File: config.mk
export PLATFORM = sky130hd
export DESIGN_NAME = dcb_deser_config
export DESIGN_NICKNAME = d
export VERILOG_FILES = /design/src/core/dcb_pkg.sv /design/src/core/dcb_deser_config.sv
export SDC_FILE = /design/constraint.sdc
export NUM_CORES = 1
export LEC_CHECK = 0
export ABC_AREA = 1
export BUFFER_PORTS_ARGS = -buffer_cell sky130_fd_sc_hd__buf_2
export CAP_MARGIN = 20
export CORE_MARGIN = 1.5
export CORE_UTILIZATION = 45
export CTS_CLUSTER_SIZE = 25
export DETAILED_ROUTE_END_ITERATION = 10
export HOLD_SLACK_MARGIN = 0.06
export PLACE_DENSITY = 0.75
export SYNTH_ARGS = -nofsm -noshare
export SYNTH_HDL_FRONTEND = slang
export SYNTH_SLANG_ARGS = --single-unit
File: constraint.sdc
create_clock -name clock -period 1.7 [get_ports clock]
set_input_delay 0.085 -clock clock [delete_from_list [all_inputs] [get_ports clock]]
set_output_delay 0.085 -clock clock [all_outputs]
set_load 0.01 [all_outputs]
File: src/core/dcb_pkg.sv
// Package of constants and types for the deserializer configuration block.
package dcb_pkg;

   // Register byte offsets on the AHB-Lite bus.
   localparam logic [7:0] DCB_CTRL_OFFSET   = 8'h00;
   localparam logic [7:0] DCB_STATUS_OFFSET = 8'h04;

   // Control register field positions.
   localparam int DCB_MAP_OVR_BIT    = 0;
   localparam int DCB_MAP_VAL_BIT    = 1;
   localparam int DCB_FILT_OVR_BIT   = 2;
   localparam int DCB_FILT_VAL_BIT   = 3;
   localparam int DCB_SPREAD_OVR_BIT = 4;
   localparam int DCB_SPREAD_LSB     = 5;
   localparam int DCB_EQ_OVR_BIT     = 8;
   localparam int DCB_EQ_VAL_BIT     = 9;
   localparam int DCB_CTRL_WIDTH     = 10;
   localparam logic [DCB_CTRL_WIDTH-1:0] DCB_CTRL_RESET = 10'h000;

   // Status register field positions.
   localparam int DCB_ST_MAP_BIT    = 0;
   localparam int DCB_ST_MODE_LSB   = 1;
   localparam int DCB_ST_FILT_BIT   = 3;
   localparam int DCB_ST_SPREAD_LSB = 4;
   localparam int DCB_ST_EQ_BIT     = 7;
   localparam int DCB_ST_TEST_BIT   = 8;
   localparam int DCB_ST_PASS_BIT   = 9;
   localparam int DCB_ST_ADDR_LSB   = 16;

   // Two-wire bus addresses for the eight divider levels; values arbitrary.
   localparam logic [6:0] DCB_ADDR_BASE = 7'h30;

   // Operating mode pin codes.
   typedef enum logic [1:0]
   {
      DCB_MODE_SAME_UNFILTERED = 2'h0,
      DCB_MODE_SAME_FILTERED   = 2'h1,
      DCB_MODE_LEGACY_FIRST    = 2'h2,
      DCB_MODE_LEGACY_SECOND   = 2'h3
   } dcb_mode_type;

   // Self-test sequencer states.
   typedef enum logic [1:0]
   {
      DCB_TEST_IDLE = 2'b01,
      DCB_TEST_RUN  = 2'b10
   } dcb_test_type;

   // Effective configuration handed to the data path.
   typedef struct packed
   {
      logic         mapMsbFirst;
      dcb_mode_type mode;
      logic         filterOn;
      logic [2:0]   spreadRange;
      logic         eqHighGain;
   } dcb_config_type;

   localparam dcb_config_type DCB_CONFIG_RESET =
      '{1'b0, DCB_MODE_SAME_UNFILTERED, 1'b0, 3'h0, 1'b0};

endpackage

File: src/core/dcb_deser_config.sv
// Configuration, self-test and strap control of the link deserializer.
//
// Function
// - With the map select pin high the MSBs go on output lane three.
// - With the map select pin low the LSBs go on output lane three.
// - Mode 00 pairs with a same-generation serializer, filter off.
// - Mode 01 pairs with a same-generation serializer, filter on.
// - Mode 10 uses the first older serializer family's link format.
// - Mode 11 uses the second older serializer family's link format.
// - Mode comes from the pins; registers may override it only partly.
// - A three-bit input selects the spread spectrum range of the clock.
// - The equalizer strap on the pass pin selects high (1) or low gain.
// - Self-test runs while its enable is high, normal work while low.
// - In self-test the pass output is high until any error is seen.
// - The two-wire bus address derives from the divider level pin.
// - The bus clock is input only, data two-way, both only pulled low.
// - Power-down low stops the PLL and resets all control registers.
module dcb_deser_config
(
   input  wire logic                  clock,
   input  wire logic                  srst,
   // AHB-Lite slave.
   input  wire logic                  hsel,
   input  wire logic [7:0]            haddr,
   input  wire logic [1:0]            htrans,
   input  wire logic                  hwrite,
   input  wire logic [2:0]            hsize,
   input  wire logic                  hready,
   input  wire logic [31:0]           hwdata,
   output logic      [31:0]           hrdata,
   output logic                       hreadyout,
   output logic                       hresp,
   // Configuration pins, asynchronous to the clock.
   input  wire logic                  outputBitMapSelect,
   input  wire logic [1:0]            modeSelect,
   input  wire logic [2:0]            spreadRangeSelect,
   input  wire logic                  selfTestEnable,
   input  wire logic                  powerDown_n,
   input  wire logic [2:0]            busAddressSelect,
   // Shared pass output and equalizer strap pin.
   input  wire logic                  passIn,
   output logic                       passOut,
   output logic                       passOe,
   // Two-wire control bus pins.
   input  wire logic                  sclIn,
   input  wire logic                  sdaIn,
   output logic                       sdaOut,
   output logic                       sdaOe,
   output logic                       sclSync,
   output logic                       sdaSync,
   // Same-clock hooks from the data path and the two-wire engine.
   input  wire logic                  testErrorSeen,
   input  wire logic                  sdaPullLow,
   // Results to the data path.
   output dcb_pkg::dcb_config_type    linkConfig,
   output logic                       pllEnable,
   output logic                       selfTestActive,
   output logic [6:0]                 busAddress
);
   import dcb_pkg::*;

   // Maps a divider level code onto a two-wire bus address.
   function automatic logic [6:0] addrFromLevel(input logic [2:0] level);
      addrFromLevel = DCB_ADDR_BASE + {4'h0, level};
   endfunction

   // Two-stage synchronisers; stage one is read by stage two only.
   localparam int SYNC_WIDTH = 14;
   logic [SYNC_WIDTH-1:0] syncStage1;
   logic [SYNC_WIDTH-1:0] syncStage2;
   logic [SYNC_WIDTH-1:0] pinBundle;

   assign pinBundle = {outputBitMapSelect, modeSelect, spreadRangeSelect,
                       selfTestEnable, powerDown_n, busAddressSelect,
                       passIn, sclIn, sdaIn};

   always_ff @(posedge clock)
   begin
      if (srst)
      begin
         syncStage1 <= '0;
         syncStage2 <= '0;
      end
      else
      begin
         syncStage1 <= pinBundle;
         syncStage2 <= syncStage1;
      end
   end

   logic         mapPin;
   logic [1:0]   modePin;
   logic [2:0]   spreadPin;
   logic         testPin;
   logic         powerPin;
   logic [2:0]   addrPin;
   logic         passPin;
   logic         sclPin;
   logic         sdaPin;

   assign {mapPin, modePin, spreadPin, testPin, powerPin, addrPin,
           passPin, sclPin, sdaPin} = syncStage2;

   // All but the synchronisers and the AHB-Lite interface is held in its default state while powered down.
   logic blockReset;
   assign blockReset = srst | ~powerPin;

   // AHB-Lite address phase capture; zero wait states always.
   logic       wrPending;
   logic       rdPending;
   logic [7:0] addrHeld;
   logic       next_wrPending;
   logic       next_rdPending;
   logic [7:0] next_addrHeld;
   logic       accept;

   assign accept = hsel & hready & htrans[1];

   always_comb
   begin
      next_wrPending = accept & hwrite;
      next_rdPending = accept & ~hwrite;
      next_addrHeld  = accept ? haddr : addrHeld;
   end

   always_ff @(posedge clock)
   begin
      if (srst)
      begin
         wrPending <= 1'b0;
         rdPending <= 1'b0;
         addrHeld  <= 8'h00;
      end
      else
      begin
         wrPending <= next_wrPending;
         rdPending <= next_rdPending;
         addrHeld  <= next_addrHeld;
      end
   end

   // Control register holding the override enables and values.
   logic [DCB_CTRL_WIDTH-1:0] ctrl;
   logic [DCB_CTRL_WIDTH-1:0] next_ctrl;

   always_comb
   begin
      next_ctrl = ctrl;
      if (wrPending && addrHeld == DCB_CTRL_OFFSET)
      begin
         next_ctrl = hwdata[DCB_CTRL_WIDTH-1:0];
      end
   end

   always_ff @(posedge clock)
   begin
      if (blockReset)
      begin
         ctrl <= DCB_CTRL_RESET;
      end
      else
      begin
         ctrl <= next_ctrl;
      end
   end

   // Equalizer strap is caught on the first cycle out of power-down,
   // while the pass driver is still off and the pin shows the strap.
   logic eqStrap;
   logic strapTaken;
   logic next_eqStrap;
   logic next_strapTaken;

   always_comb
   begin
      next_strapTaken = 1'b1;
      next_eqStrap    = strapTaken ? eqStrap : passPin;
   end

   always_ff @(posedge clock)
   begin
      if (blockReset)
      begin
         eqStrap    <= 1'b0;
         strapTaken <= 1'b0;
      end
      else
      begin
         eqStrap    <= next_eqStrap;
         strapTaken <= next_strapTaken;
      end
   end

   // Effective configuration: pins unless a register override is on.
   // Only the filter of a same-generation mode may be overridden; the
   // link family itself always follows the pins.
   dcb_config_type next_config;
   logic           sameGen;

   assign sameGen = ~modePin[1];

   always_comb
   begin
      next_config.mapMsbFirst = ctrl[DCB_MAP_OVR_BIT] ?
         ctrl[DCB_MAP_VAL_BIT] : mapPin;
      next_config.mode = dcb_mode_type'(modePin);
      if (sameGen && ctrl[DCB_FILT_OVR_BIT])
      begin
         next_config.filterOn = ctrl[DCB_FILT_VAL_BIT];
      end
      else
      begin
         next_config.filterOn =
            (modePin == DCB_MODE_SAME_FILTERED);
      end
      next_config.spreadRange = ctrl[DCB_SPREAD_OVR_BIT] ?
         ctrl[DCB_SPREAD_LSB +: 3] : spreadPin;
      next_config.eqHighGain = ctrl[DCB_EQ_OVR_BIT] ?
         ctrl[DCB_EQ_VAL_BIT] : eqStrap;
   end

   always_ff @(posedge clock)
   begin
      if (blockReset)
      begin
         linkConfig <= DCB_CONFIG_RESET;
         pllEnable  <= 1'b0;
      end
      else
      begin
         linkConfig <= next_config;
         pllEnable  <= 1'b1;
      end
   end

   // Self-test sequencer with a sticky error flag; a new error in the
   // entry cycle still counts because the set wins over the clear.
   dcb_test_type testState;
   dcb_test_type next_testState;
   logic         errorFlag;
   logic         next_errorFlag;

   always_comb
   begin
      next_testState = testState;
      next_errorFlag = errorFlag;
      unique case (testState)
         DCB_TEST_IDLE:
         begin
            if (testPin)
            begin
               next_testState = DCB_TEST_RUN;
               next_errorFlag = 1'b0;
            end
         end
         DCB_TEST_RUN:
         begin
            if (!testPin)
            begin
               next_testState = DCB_TEST_IDLE;
            end
         end
         default:
         begin
            next_testState = DCB_TEST_IDLE;
         end
      endcase
      if (testErrorSeen && (testPin || testState == DCB_TEST_RUN))
      begin
         next_errorFlag = 1'b1;
      end
   end

   always_ff @(posedge clock)
   begin
      if (blockReset)
      begin
         testState <= DCB_TEST_IDLE;
         errorFlag <= 1'b0;
      end
      else
      begin
         testState <= next_testState;
         errorFlag <= next_errorFlag;
      end
   end

   // Pin drivers: pass is driven only in self-test so the strap can be
   // read at other times; the data line is only ever pulled low.
   logic inTest;
   assign inTest = (next_testState == DCB_TEST_RUN);

   always_ff @(posedge clock)
   begin
      if (blockReset)
      begin
         selfTestActive <= 1'b0;
         passOut        <= 1'b0;
         passOe         <= 1'b0;
         sdaOut         <= 1'b0;
         sdaOe          <= 1'b0;
         sclSync        <= 1'b0;
         sdaSync        <= 1'b0;
         busAddress     <= DCB_ADDR_BASE;
      end
      else
      begin
         selfTestActive <= inTest;
         passOut        <= inTest & ~next_errorFlag;
         passOe         <= inTest;
         sdaOut         <= 1'b0;
         sdaOe          <= sdaPullLow;
         sclSync        <= sclPin;
         sdaSync        <= sdaPin;
         busAddress     <= addrFromLevel(addrPin);
      end
   end

   // Read data and response; unmapped addresses read zero with OKAY.
   logic [31:0] next_hrdata;

   always_comb
   begin
      next_hrdata = 32'h0000_0000;
      if (accept && !hwrite)
      begin
         if (haddr == DCB_CTRL_OFFSET)
         begin
            next_hrdata[DCB_CTRL_WIDTH-1:0] = next_ctrl;
         end
         else if (haddr == DCB_STATUS_OFFSET)
         begin
            next_hrdata[DCB_ST_MAP_BIT]            = linkConfig.mapMsbFirst;
            next_hrdata[DCB_ST_MODE_LSB +: 2]      = linkConfig.mode;
            next_hrdata[DCB_ST_FILT_BIT]           = linkConfig.filterOn;
            next_hrdata[DCB_ST_SPREAD_LSB +: 3]    = linkConfig.spreadRange;
            next_hrdata[DCB_ST_EQ_BIT]             = linkConfig.eqHighGain;
            next_hrdata[DCB_ST_TEST_BIT]           = selfTestActive;
            next_hrdata[DCB_ST_PASS_BIT]           = passOut;
            next_hrdata[DCB_ST_ADDR_LSB +: 7]      = busAddress;
         end
      end
   end

   always_ff @(posedge clock)
   begin
      if (srst)
      begin
         hrdata    <= 32'h0000_0000;
         hreadyout <= 1'b1;
         hresp     <= 1'b0;
      end
      else
      begin
         hrdata    <= next_hrdata;
         hreadyout <= 1'b1; // Zero wait states: no stall ever needed.
         hresp     <= 1'b0;
      end
   end

endmodule

# After elaboration in Yosys (flattened, before gate mapping)
# Index checks and enable logic that the tools add are counted.
[word_totals]
elab_cells = 63
output_inout_bits = 57
ff_bits = 104
[classes]
n_addsub = 1
n_reduce_logical = 10
eq_ne = 5
mux = 14
bitwise = 10
[ops]
columns = ["op", "n"]
rows = [
  ["$mux 10", 3],
  ["$logic_not 8->1", 2],
  ["$eq 8x3->1 const B", 1],
  ["$add 6x3->7 const A", 1],
  ["$mux 1", 7],
  ["$not 1->1", 5],
  ["$and 1x1->1", 4],
  ["$eq 2x1->1 const B", 2],
  ["$eq 2x2->1 const B", 2],
  ["$logic_and 1x1->1", 4],
  ["$mux 2", 2],
  ["$pmux 2 s2", 1],
  ["$reduce_or 4->1", 1],
  ["$mux 3", 1],
  ["$reduce_or 2->1", 1],
  ["$logic_not 1->1", 1],
  ["$logic_or 1x1->1", 1],
  ["$or 1x1->1", 1],
]

# Longest topological paths before layout
# Gate-level depths: netlist of run 1.
[logic_depth]
word_depth = 6
depth_mapped = 8
depth_no_buf = 8

# Least setup slack after synthesis of run 1
# OpenSTA, ideal clock, no wires.
[synth_timing]
path_type = "flip-flop to flip-flop"
from = "register testState[0]"
to = "register passOut"
path_buffers = 0
setup_slack_ns = 0.431
arrival_ns = 1.207
path_stages_with_launch = 7
setup_ns = 0.062
path_cell_list = "dfxtp_1 inv_1 ha_1 or2_2 nor2_2 nand2_2 nor2_2"
[synth_via]
elab_chain_len = 6
word_cells_on_any_way = 12
classes_between = "eq/ne: 3; mux: 5; bitwise: 2; reduce/logical: 2"
[synth_rtl]
columns = ["item", "line_no", "source"]
rows = [
  ["start: declaration", "dcb_deser_config.sv:238", "dcb_test_type testState;"],
  ["start signal: assignment", "dcb_deser_config.sv:283", "testState <= next_testState;"],
  ["branches (longest 5 deep; another with $eq 2x2->1)", "n/a", ""],
  ["$and 1x1->1 *", "dcb_deser_config.sv:309", "passOut <= inTest & ~next_errorFlag;"],
  ["end signal: assignment", "dcb_deser_config.sv:309", ""],
  ["end: declaration", "dcb_deser_config.sv:42", "output logic passOut,"],
]
# Mark *: on every way between the ends.
# A chain may end at the register's enable or synchronous reset.

# Worst setup path in the final report of run 1
[layout_timing]
from = "input port haddr[5]"
to = "register hrdata[4]"
[layout_via]
elab_chain_len = 3
word_cells_on_any_way = 4
classes_between = "eq/ne: 1; mux: 2; reduce/logical: 1"
[layout_rtl]
columns = ["item", "line_no", "source"]
rows = [
  ["start: declaration", "dcb_deser_config.sv:24", "input wire logic [7:0] haddr,"],
  ["$eq 8x3->1", "dcb_deser_config.sv:331", "else if (haddr == DCB_STATUS_OFFSET)"],
  ["$mux 10", "dcb_deser_config.sv:331", ""],
  ["$mux 10 *", "dcb_deser_config.sv:327", "if (haddr == DCB_CTRL_OFFSET)"],
  ["end signal: assignment", "dcb_deser_config.sv:355", "hrdata <= next_hrdata;"],
  ["end: declaration", "dcb_deser_config.sv:30", "output logic [31:0] hrdata,"],
]
# Every way passes the cells marked *; elsewhere a longest branch is shown, timed or not.

==> impl_summary.txt, run 1 <==
----------------------------------------------------
[Layout]
  Cell area after layout ... 0.00380 mm^2
  Final #Nets ... 550
  Synthesis-to-layout area growth ... 22.5%
  Diode insertion count for antenna repair ... 0
  Fraction of layout cells with a size suffix above 1 ... 0.211

[Power and ir drop]
  Worst vdd ir ... 354 uV
  Power per cell area ... 881 mW/mm^2
  Leakage ... 1.95 nW

[STA]
  Highest attainable clock frequency ... 679 MHz
  RSZ-0062 raised after global routing ... false
  Crit share post-route ... 0.866
  Final Hold Vio Count ... 0
  Total setup violations reported at the end of the flow ... 0
  Final setup skew ... 8.39 ps
  Sum of negative setup slack ... 0 ps
  Final slew viol count ... 0
  Final critical path time including I/O delays and setup ... 1470 ps

[Critical path]
  Critical path peak fanout ... 7
  Critical path class ... input port to flip-flop
  Arrival time at the worst endpoint ... 1750 ps
  Required time of the worst setup path ... 1980 ps
  CP endpoint kind ... flip-flop
  Nature of the critical path startpoint ... input port

[Synthesis]
  Number of synthesized flops with an enable pin ... 0
  Yosys warning count ... 0
  Synthesized netlist cell count ... 384
  Cell area after synthesis ... 0.00311 mm^2
  Share of synthesized area occupied by flip-flops and latches ... 0.528
  Cell accounting for the most synthesized area ... sky130_fd_sc_hd__dfxtp_1
  Synth top area share ... 0.528
  Most common cell in the synthesized netlist ... sky130_fd_sc_hd__dfxtp_1
  Number of unique standard cell types used by synthesis ... 28
  Post-synth ARST share ... 0
  Largest cells by area after synthesis ... sky130_fd_sc_hd__dfxtp_1 (53%), sky130_fd_sc_hd__inv_1 (9.3%), sky130_fd_sc_hd__buf_4 (6.5%)
  Most frequent cells after synthesis ... sky130_fd_sc_hd__dfxtp_1 (82), sky130_fd_sc_hd__inv_1 (77), sky130_fd_sc_hd__nor2_1 (54), sky130_fd_sc_hd__nand2_1 (34), sky130_fd_sc_hd__nand3_1 (33)
  Top flip-flop cell by instance count after synthesis ... sky130_fd_sc_hd__dfxtp_1
  Flops & latches, synth ... 82
  Avg Inst Size Synth ... 8.09 um^2

[Clock network]
  Inserted Clock Buffers ... 9
  Clk pin slew, worst setup/hold paths ... 70 ps
  Total number of clock tree sinks ... 82
  Maximum root-to-sink buffer count ... 2
  Clock latency at the later pin of the worst-skew pair ... 330 ps
  Number of buffers added for setup after CTS ... 0
  Count of H-tree levels built during CTS ... 3
  CTS tree ... yes
  Root buffer cell ... sky130_fd_sc_hd__clkbuf_8

[Floorplan]
  Floorplan Core Area ... 0.00672 mm^2
  Die outline area ... 0.00741 mm^2
  I/O pin count ... 123
  Die X-Extent ... 86.1 um
  Initial cell density of the core ... 0.462
  Die height ... 86.1 um
  Number of rows created at floorplan ... 30

[Detailed routing]
  Total via count in the routed design ... 2,471
  Length of the first detailed-routing pass in iterations ... 4
  Remaining DRCs ... 0
  Starting DRT DRC Count ... 97
  Average detailed-routed wire length per instance ... 10.5 um
  Antenna-violating nets left ... 0
  Post-DR vias/cell ... 4.39
  Total length of routed wires ... 5930 um

[Place]
  Area after detailed placement ... 0.00342 mm^2
  Number of buffers inserted by port buffering ... 72
  HPWL after detailed placement ... 4070 um
  Final GP Congestion ... 0.864

[GRT]
  Maximum number of pins on one net before global-route repair ... 30
  Combined global-route utilization of all metal layers ... 0.168
  Initial antenna violation count ... 0
  Number of global-route vias before repair ... 2,316
  Global-route wire length before repair ... 9760 um
  GR Overflow Total ... 0

[Run]
  Reported max-cap violation count ... 0

[Run status]
  Run status ... finished clean

[Hold path]
  Worst Hold Class ... input port to flip-flop

----------------------------------------------------
-- sequential cells by signal, summed over array words and instances (netlist names) --
name / count
testState: 2
selfTestActive: 1
hrdata: 14
syncStage1: 14
errorFlag: 1
passOut: 1
eqStrap: 1
pllEnable: 1
addrHeld: 8
sclSync: 1
sdaSync: 1
sdaOe: 1
linkConfig: 8
busAddress: 3
syncStage2: 14
wrPending: 1
ctrl: 10
-- cell type report --
class,count,area (um^2)
Fill cell,612,2910
Sequential cell,82,1640
Multi-Input combinational cell,207,990
Timing Repair Buffer,99,623
Inverter,82,310
Clock buffer,12,135
Tap cell,80,100
Clock inverter,1,5.00
-- kinds of logic after synthesis --
kind of cell	share of synthesized area
buf+inv	0.180
fa+ha+maj	0.0121
other cells	0.00242
flops	0.528
compound gates	0.0725
simple gates	0.205
-- cells in the final DEF, fill, tap and decap left out, drive strengths merged --
cell type | synthesis | layout
or2 | 1 | 1
nand2 | 36 | 36
o21bai | 4 | 4
dlygate4sd3 | 0 | 24
a21oi | 15 | 15
o21ai | 24 | 24
nor2 | 62 | 62
ha | 3 | 3
nand4 | 1 | 1
inv | 81 | 81
dfxtp | 82 | 82
clkinv | 1 | 2
conb | 2 | 24
nand3 | 35 | 35
buf | 34 | 75
nor3 | 2 | 2
clkbuf | 1 | 12
-- power by group --
group / switching, mW / internal, mW / leakage (nW) / total, mW
Combinational: 0.158 / 0.113 / 1.21 / 0.271
Clock: 0.592 / 0.506 / 0.0722 / 1.10
Sequential: 0.0166 / 1.96 / 0.668 / 1.98
Total: 0.767 / 2.58 / 1.95 / 3.35
-- timing repair --
| action | 4_1_cts | 5_1_grt |
|---|---|---|
| hold buffers | 24 | 0 |
| endpoints found under the hold margin | 24 | 0 |
| resized for setup | 0 | 0 |
-- metrics by stage --
stage	std cells	utilization	worst slack (ps)	hold slack (ps)	power (mW)
2_1_floorplan	406	-	431	192	2.21
3_3_place_gp	526	0.510	402	291	2.25
3_5_place_dp	526	0.510	340	291	2.25
4_1_cts	563	0.566	242	70.5	3.39
5_1_grt	563	0.566	82.4	93.0	3.51
6_report	563	0.566	228	90.0	3.35
-- metal layers --
layer	wire [um]	global-route usage
met1	2610	0.190
met4	80	0.0630
met2	2880	0.301
met3	356	0.0472
met5	0	0
-- worst max-delay path: stages --
cell	delay [ps]
sky130_fd_sc_hd__dlygate4sd3_1	530
sky130_fd_sc_hd__buf_2	120
sky130_fd_sc_hd__inv_1	60
sky130_fd_sc_hd__nand2_1	60
sky130_fd_sc_hd__nor2_1	150
sky130_fd_sc_hd__inv_1	50
sky130_fd_sc_hd__nor2_1	300
sky130_fd_sc_hd__buf_4	230
sky130_fd_sc_hd__nand3_1	90
sky130_fd_sc_hd__nand2_1	70
-- worst paths after layout --
kind | startpoint | to | slack (ps) | depth (start not counted)
worst max register to register | testState[0] | passOut | 340 | 6
worst min register to register | syncStage1[6] | syncStage2[6] | 400 | 2
worst min-delay path | srst | addrHeld[3] | 90 | 4
worst max-delay path | haddr[5] | hrdata[4] | 230 | 10
Note: power is estimated with default switching activity, not from simulation.
==> run 2, diff against run 1 <==
GPL_TIMING_DRIVEN = 0   (was not set)
clock period = 1.5 ns   (was 1.7 ns; I/O delays follow)
==> run 2 against run 1 <==
Hold slack worse by 14 ps. Die area did not move. Clock power is 25% higher. Sequential power is 13% higher. Critical path type is now flip-flop to flip-flop. Utilization increased by 3.8 points. Critical path depth fell by 4. Cell area is 6.7% higher. Wire length grew 5.0%. Clock-buffer cell count fell by 2. Sequential share of layout area decreased by 2.7 points. Via count rose by 4.9%. Largest power group unchanged.
==> impl_summary.txt, run 2 (synthesis gave the netlist of run 1 again) <==
----------------------------------------------------
[Floorplan]
  Initial cell density of the core ... 0.462 (unchanged)
  Die height ... 86.1 um (unchanged)
  I/O pin count ... 123 (unchanged)
  Floorplan Core Area ... 0.00672 mm^2 (unchanged)
  Die X-Extent ... 86.1 um (unchanged)
  Die outline area ... 0.00741 mm^2 (unchanged)
  Number of rows created at floorplan ... 30 (unchanged)

[Detailed routing]
  Antenna-violating nets left ... 0 (unchanged)
  Length of the first detailed-routing pass in iterations ... 4 (unchanged)
  Post-DR vias/cell ... 4.34 (was 4.39)
  Starting DRT DRC Count ... 82 (was 97)
  Remaining DRCs ... 0 (unchanged)
  Total via count in the routed design ... 2,593 (was 2,471)
  Total length of routed wires ... 6220 um (was 5930 um)
  Average detailed-routed wire length per instance ... 10.4 um (was 10.5 um)

[Critical path]
  Arrival time at the worst endpoint ... 1660 ps (was 1750 ps)
  Cell mode on critical path ... sky130_fd_sc_hd__nor2_2
  Critical path class ... flip-flop to flip-flop (was input port to flip-flop)
  Slowest cell on the critical path ... sky130_fd_sc_hd__dfxtp_1 (was sky130_fd_sc_hd__dlygate4sd3_1)
  CP endpoint kind ... flip-flop (unchanged)
  Slowest cell delay on critical path ... 370 ps (was 530 ps)
  Critical path peak fanout ... 4 (was 7)
  Crit path max-delay family ... simple AND/OR/NAND/NOR gates (was buffers and inverters)
  Buffers plus inverters on the worst setup path ... 1 (was 5)
  Nature of the critical path startpoint ... flip-flop (was input port)
  Required time of the worst setup path ... 1780 ps (was 1980 ps)
  Worst-path cell chain ... inv_1 > ha_1 > or2_2 > nor2_2 > nand2_2 > nor2_2 (was dlygate4sd3_1 > buf_2 > inv_1 > nand2_1 > nor2_1 > inv_1 > nor2_1 > buf_4 > nand3_1 > nand2_1)

[Hold path]
  Worst Hold Class ... input port to flip-flop (unchanged)

[Clock network]
  Clk pin slew, worst setup/hold paths ... 80 ps (was 70 ps)
  Count of H-tree levels built during CTS ... 3 (unchanged)
  Maximum root-to-sink buffer count ... 2 (unchanged)
  Total number of clock tree sinks ... 82 (unchanged)
  Clock latency at the later pin of the worst-skew pair ... 350 ps (was 330 ps)
  CTS tree ... yes (unchanged)
  Inserted Clock Buffers ... 9 (unchanged)
  Root buffer cell ... sky130_fd_sc_hd__clkbuf_8 (unchanged)

[GRT]
  Number of global-route vias before repair ... 2,403 (was 2,316)
  Combined global-route utilization of all metal layers ... 0.175 (was 0.168)
  Maximum number of pins on one net before global-route repair ... 14 (was 30)
  GR Overflow Total ... 0 (unchanged)
  Global-route wire length before repair ... 10,200 um (was 9760 um)
  Initial antenna violation count ... 0 (unchanged)

[STA]
  Sum of negative setup slack ... 0 ps (unchanged)
  Final slew viol count ... 0 (unchanged)
  Final critical path time including I/O delays and setup ... 1380 ps
  Final Hold Vio Count ... 0 (unchanged)
  Final setup skew ... 9.66 ps (was 8.39 ps)
  Crit share post-route ... 0.920
  RSZ-0062 raised after global routing ... false (unchanged)
  Total setup violations reported at the end of the flow ... 0 (unchanged)
  Highest attainable clock frequency ... 725 MHz
  Min setup slack post-route ... 120 ps (was 228 ps)

[Layout]
  Final #Nets ... 582 (was 550)
  Commonest cells after routing, fill and taps aside ... sky130_fd_sc_hd__dfxtp_1 (82), sky130_fd_sc_hd__buf_2 (78), sky130_fd_sc_hd__inv_1 (77) (was sky130_fd_sc_hd__dfxtp_1 (82), sky130_fd_sc_hd__inv_1 (77), sky130_fd_sc_hd__buf_2 (72))
  Synthesis-to-layout area growth ... 30.6% (was 22.5%)
  Final core occ ... 0.604 (was 0.566)
  Registers with the highest flip-flop counts ... hrdata: 14 flops, syncStage1: 14 flops, syncStage2: 14 flops (unchanged)
  Fraction of layout cells with a size suffix above 1 ... 0.267 (was 0.211)
  Most frequent standard cell in the layout excluding fill and tap cells ... sky130_fd_sc_hd__dfxtp_1 (unchanged)
  Diode insertion count for antenna repair ... 0 (unchanged)
  Number of fill cells in the layout ... 609 (was 612)

[Power and ir drop]
  Leakage ... 2.12 nW (was 1.95 nW)
  Worst vdd ir ... 452 uV (was 354 uV)
  Power per cell area ... 983 mW/mm^2 (was 881 mW/mm^2)

[Run]
  Reported max-cap violation count ... 0 (unchanged)

[Place]
  Final GP Congestion ... 0.829 (was 0.864)
  Worst-case setup slack after placement ... 131 ps (was 340 ps)
  HPWL after detailed placement ... 4340 um (was 4070 um)
  Number of buffers inserted by port buffering ... 72 (unchanged)

[Run status]
  Run status ... finished clean (unchanged)

----------------------------------------------------
## run 2: worst paths after layout
kind                       from       endpoint  slack (ps)  depth (start not counted)
hold reg to reg   syncStage1[7]  syncStage2[7]         400                          2
hold / removal             srst    addrHeld[4]          80                          4
setup reg to reg   testState[0]        passOut         120                          6
setup / recovery   testState[0]        passOut         120                          6
## run 2: metrics by stage
| stage | hold slack [ps] | cells | instance area (um^2) | power [mW] |
|---|---|---|---|---|
| global placement | 281 | 558 | 3650 | 2.60 |
| CTS | 69.8 | 597 | 4060 | 4.02 |
| global route | 93.2 | 597 | 4060 | 4.15 |
| finish | 76.2 | 597 | 4060 | 3.99 |
| floorplan | 182 | 406 | 3190 | 2.51 |
| detailed placement | 282 | 558 | 3650 | 2.61 |
## run 2: power by group
part / leakage [nW] / total (mW) / internal (mW) / switching (mW)
Sequential: 0.668 / 2.24 / 2.23 / 0.0193
Clock: 0.0879 / 1.38 / 0.631 / 0.752
Combinational: 1.37 / 0.361 / 0.171 / 0.190
## run 2: timing repair
item                                   CTS  global route
buffers inserted                         0             0
endpoints found under the hold margin   24             0
gates resized for setup                  0             0
hold buffers                            24             0
## run 2: worst min-delay path, stage by stage
cell and delay [ps]:
sky130_fd_sc_hd__buf_2 120, sky130_fd_sc_hd__inv_4 70, sky130_fd_sc_hd__o21ai_0 70, sky130_fd_sc_hd__a21oi_1 40
## run 2: metal layers
| metal | GRT usage | wire length (um) | up-vias |
|---|---|---|---|
| met3 | 0.0433 | 349 | 15 |
| met5 | 0 | 0 | - |
| met2 | 0.319 | 3020 | 82 |
| met1 | 0.192 | 2690 | 1137 |
| met4 | 0.0806 | 160 | 0 |
| li1 | - | - | 1359 |
## run 2: final cells by class
type / instances / area [um^2] / area share
multi-input cells: 207 / 990 / 0.244
repair buffers: 96 / 601 / 0.148
flip-flops and latches: 82 / 1640 / 0.404
plain buffers: 35 / 248 / 0.0610
well taps: 80 / 100 / 0.0247
inverters: 82 / 310 / 0.0764
clock inverters: 5 / 31.3 / 0.00771
clock buffers: 10 / 138 / 0.0339
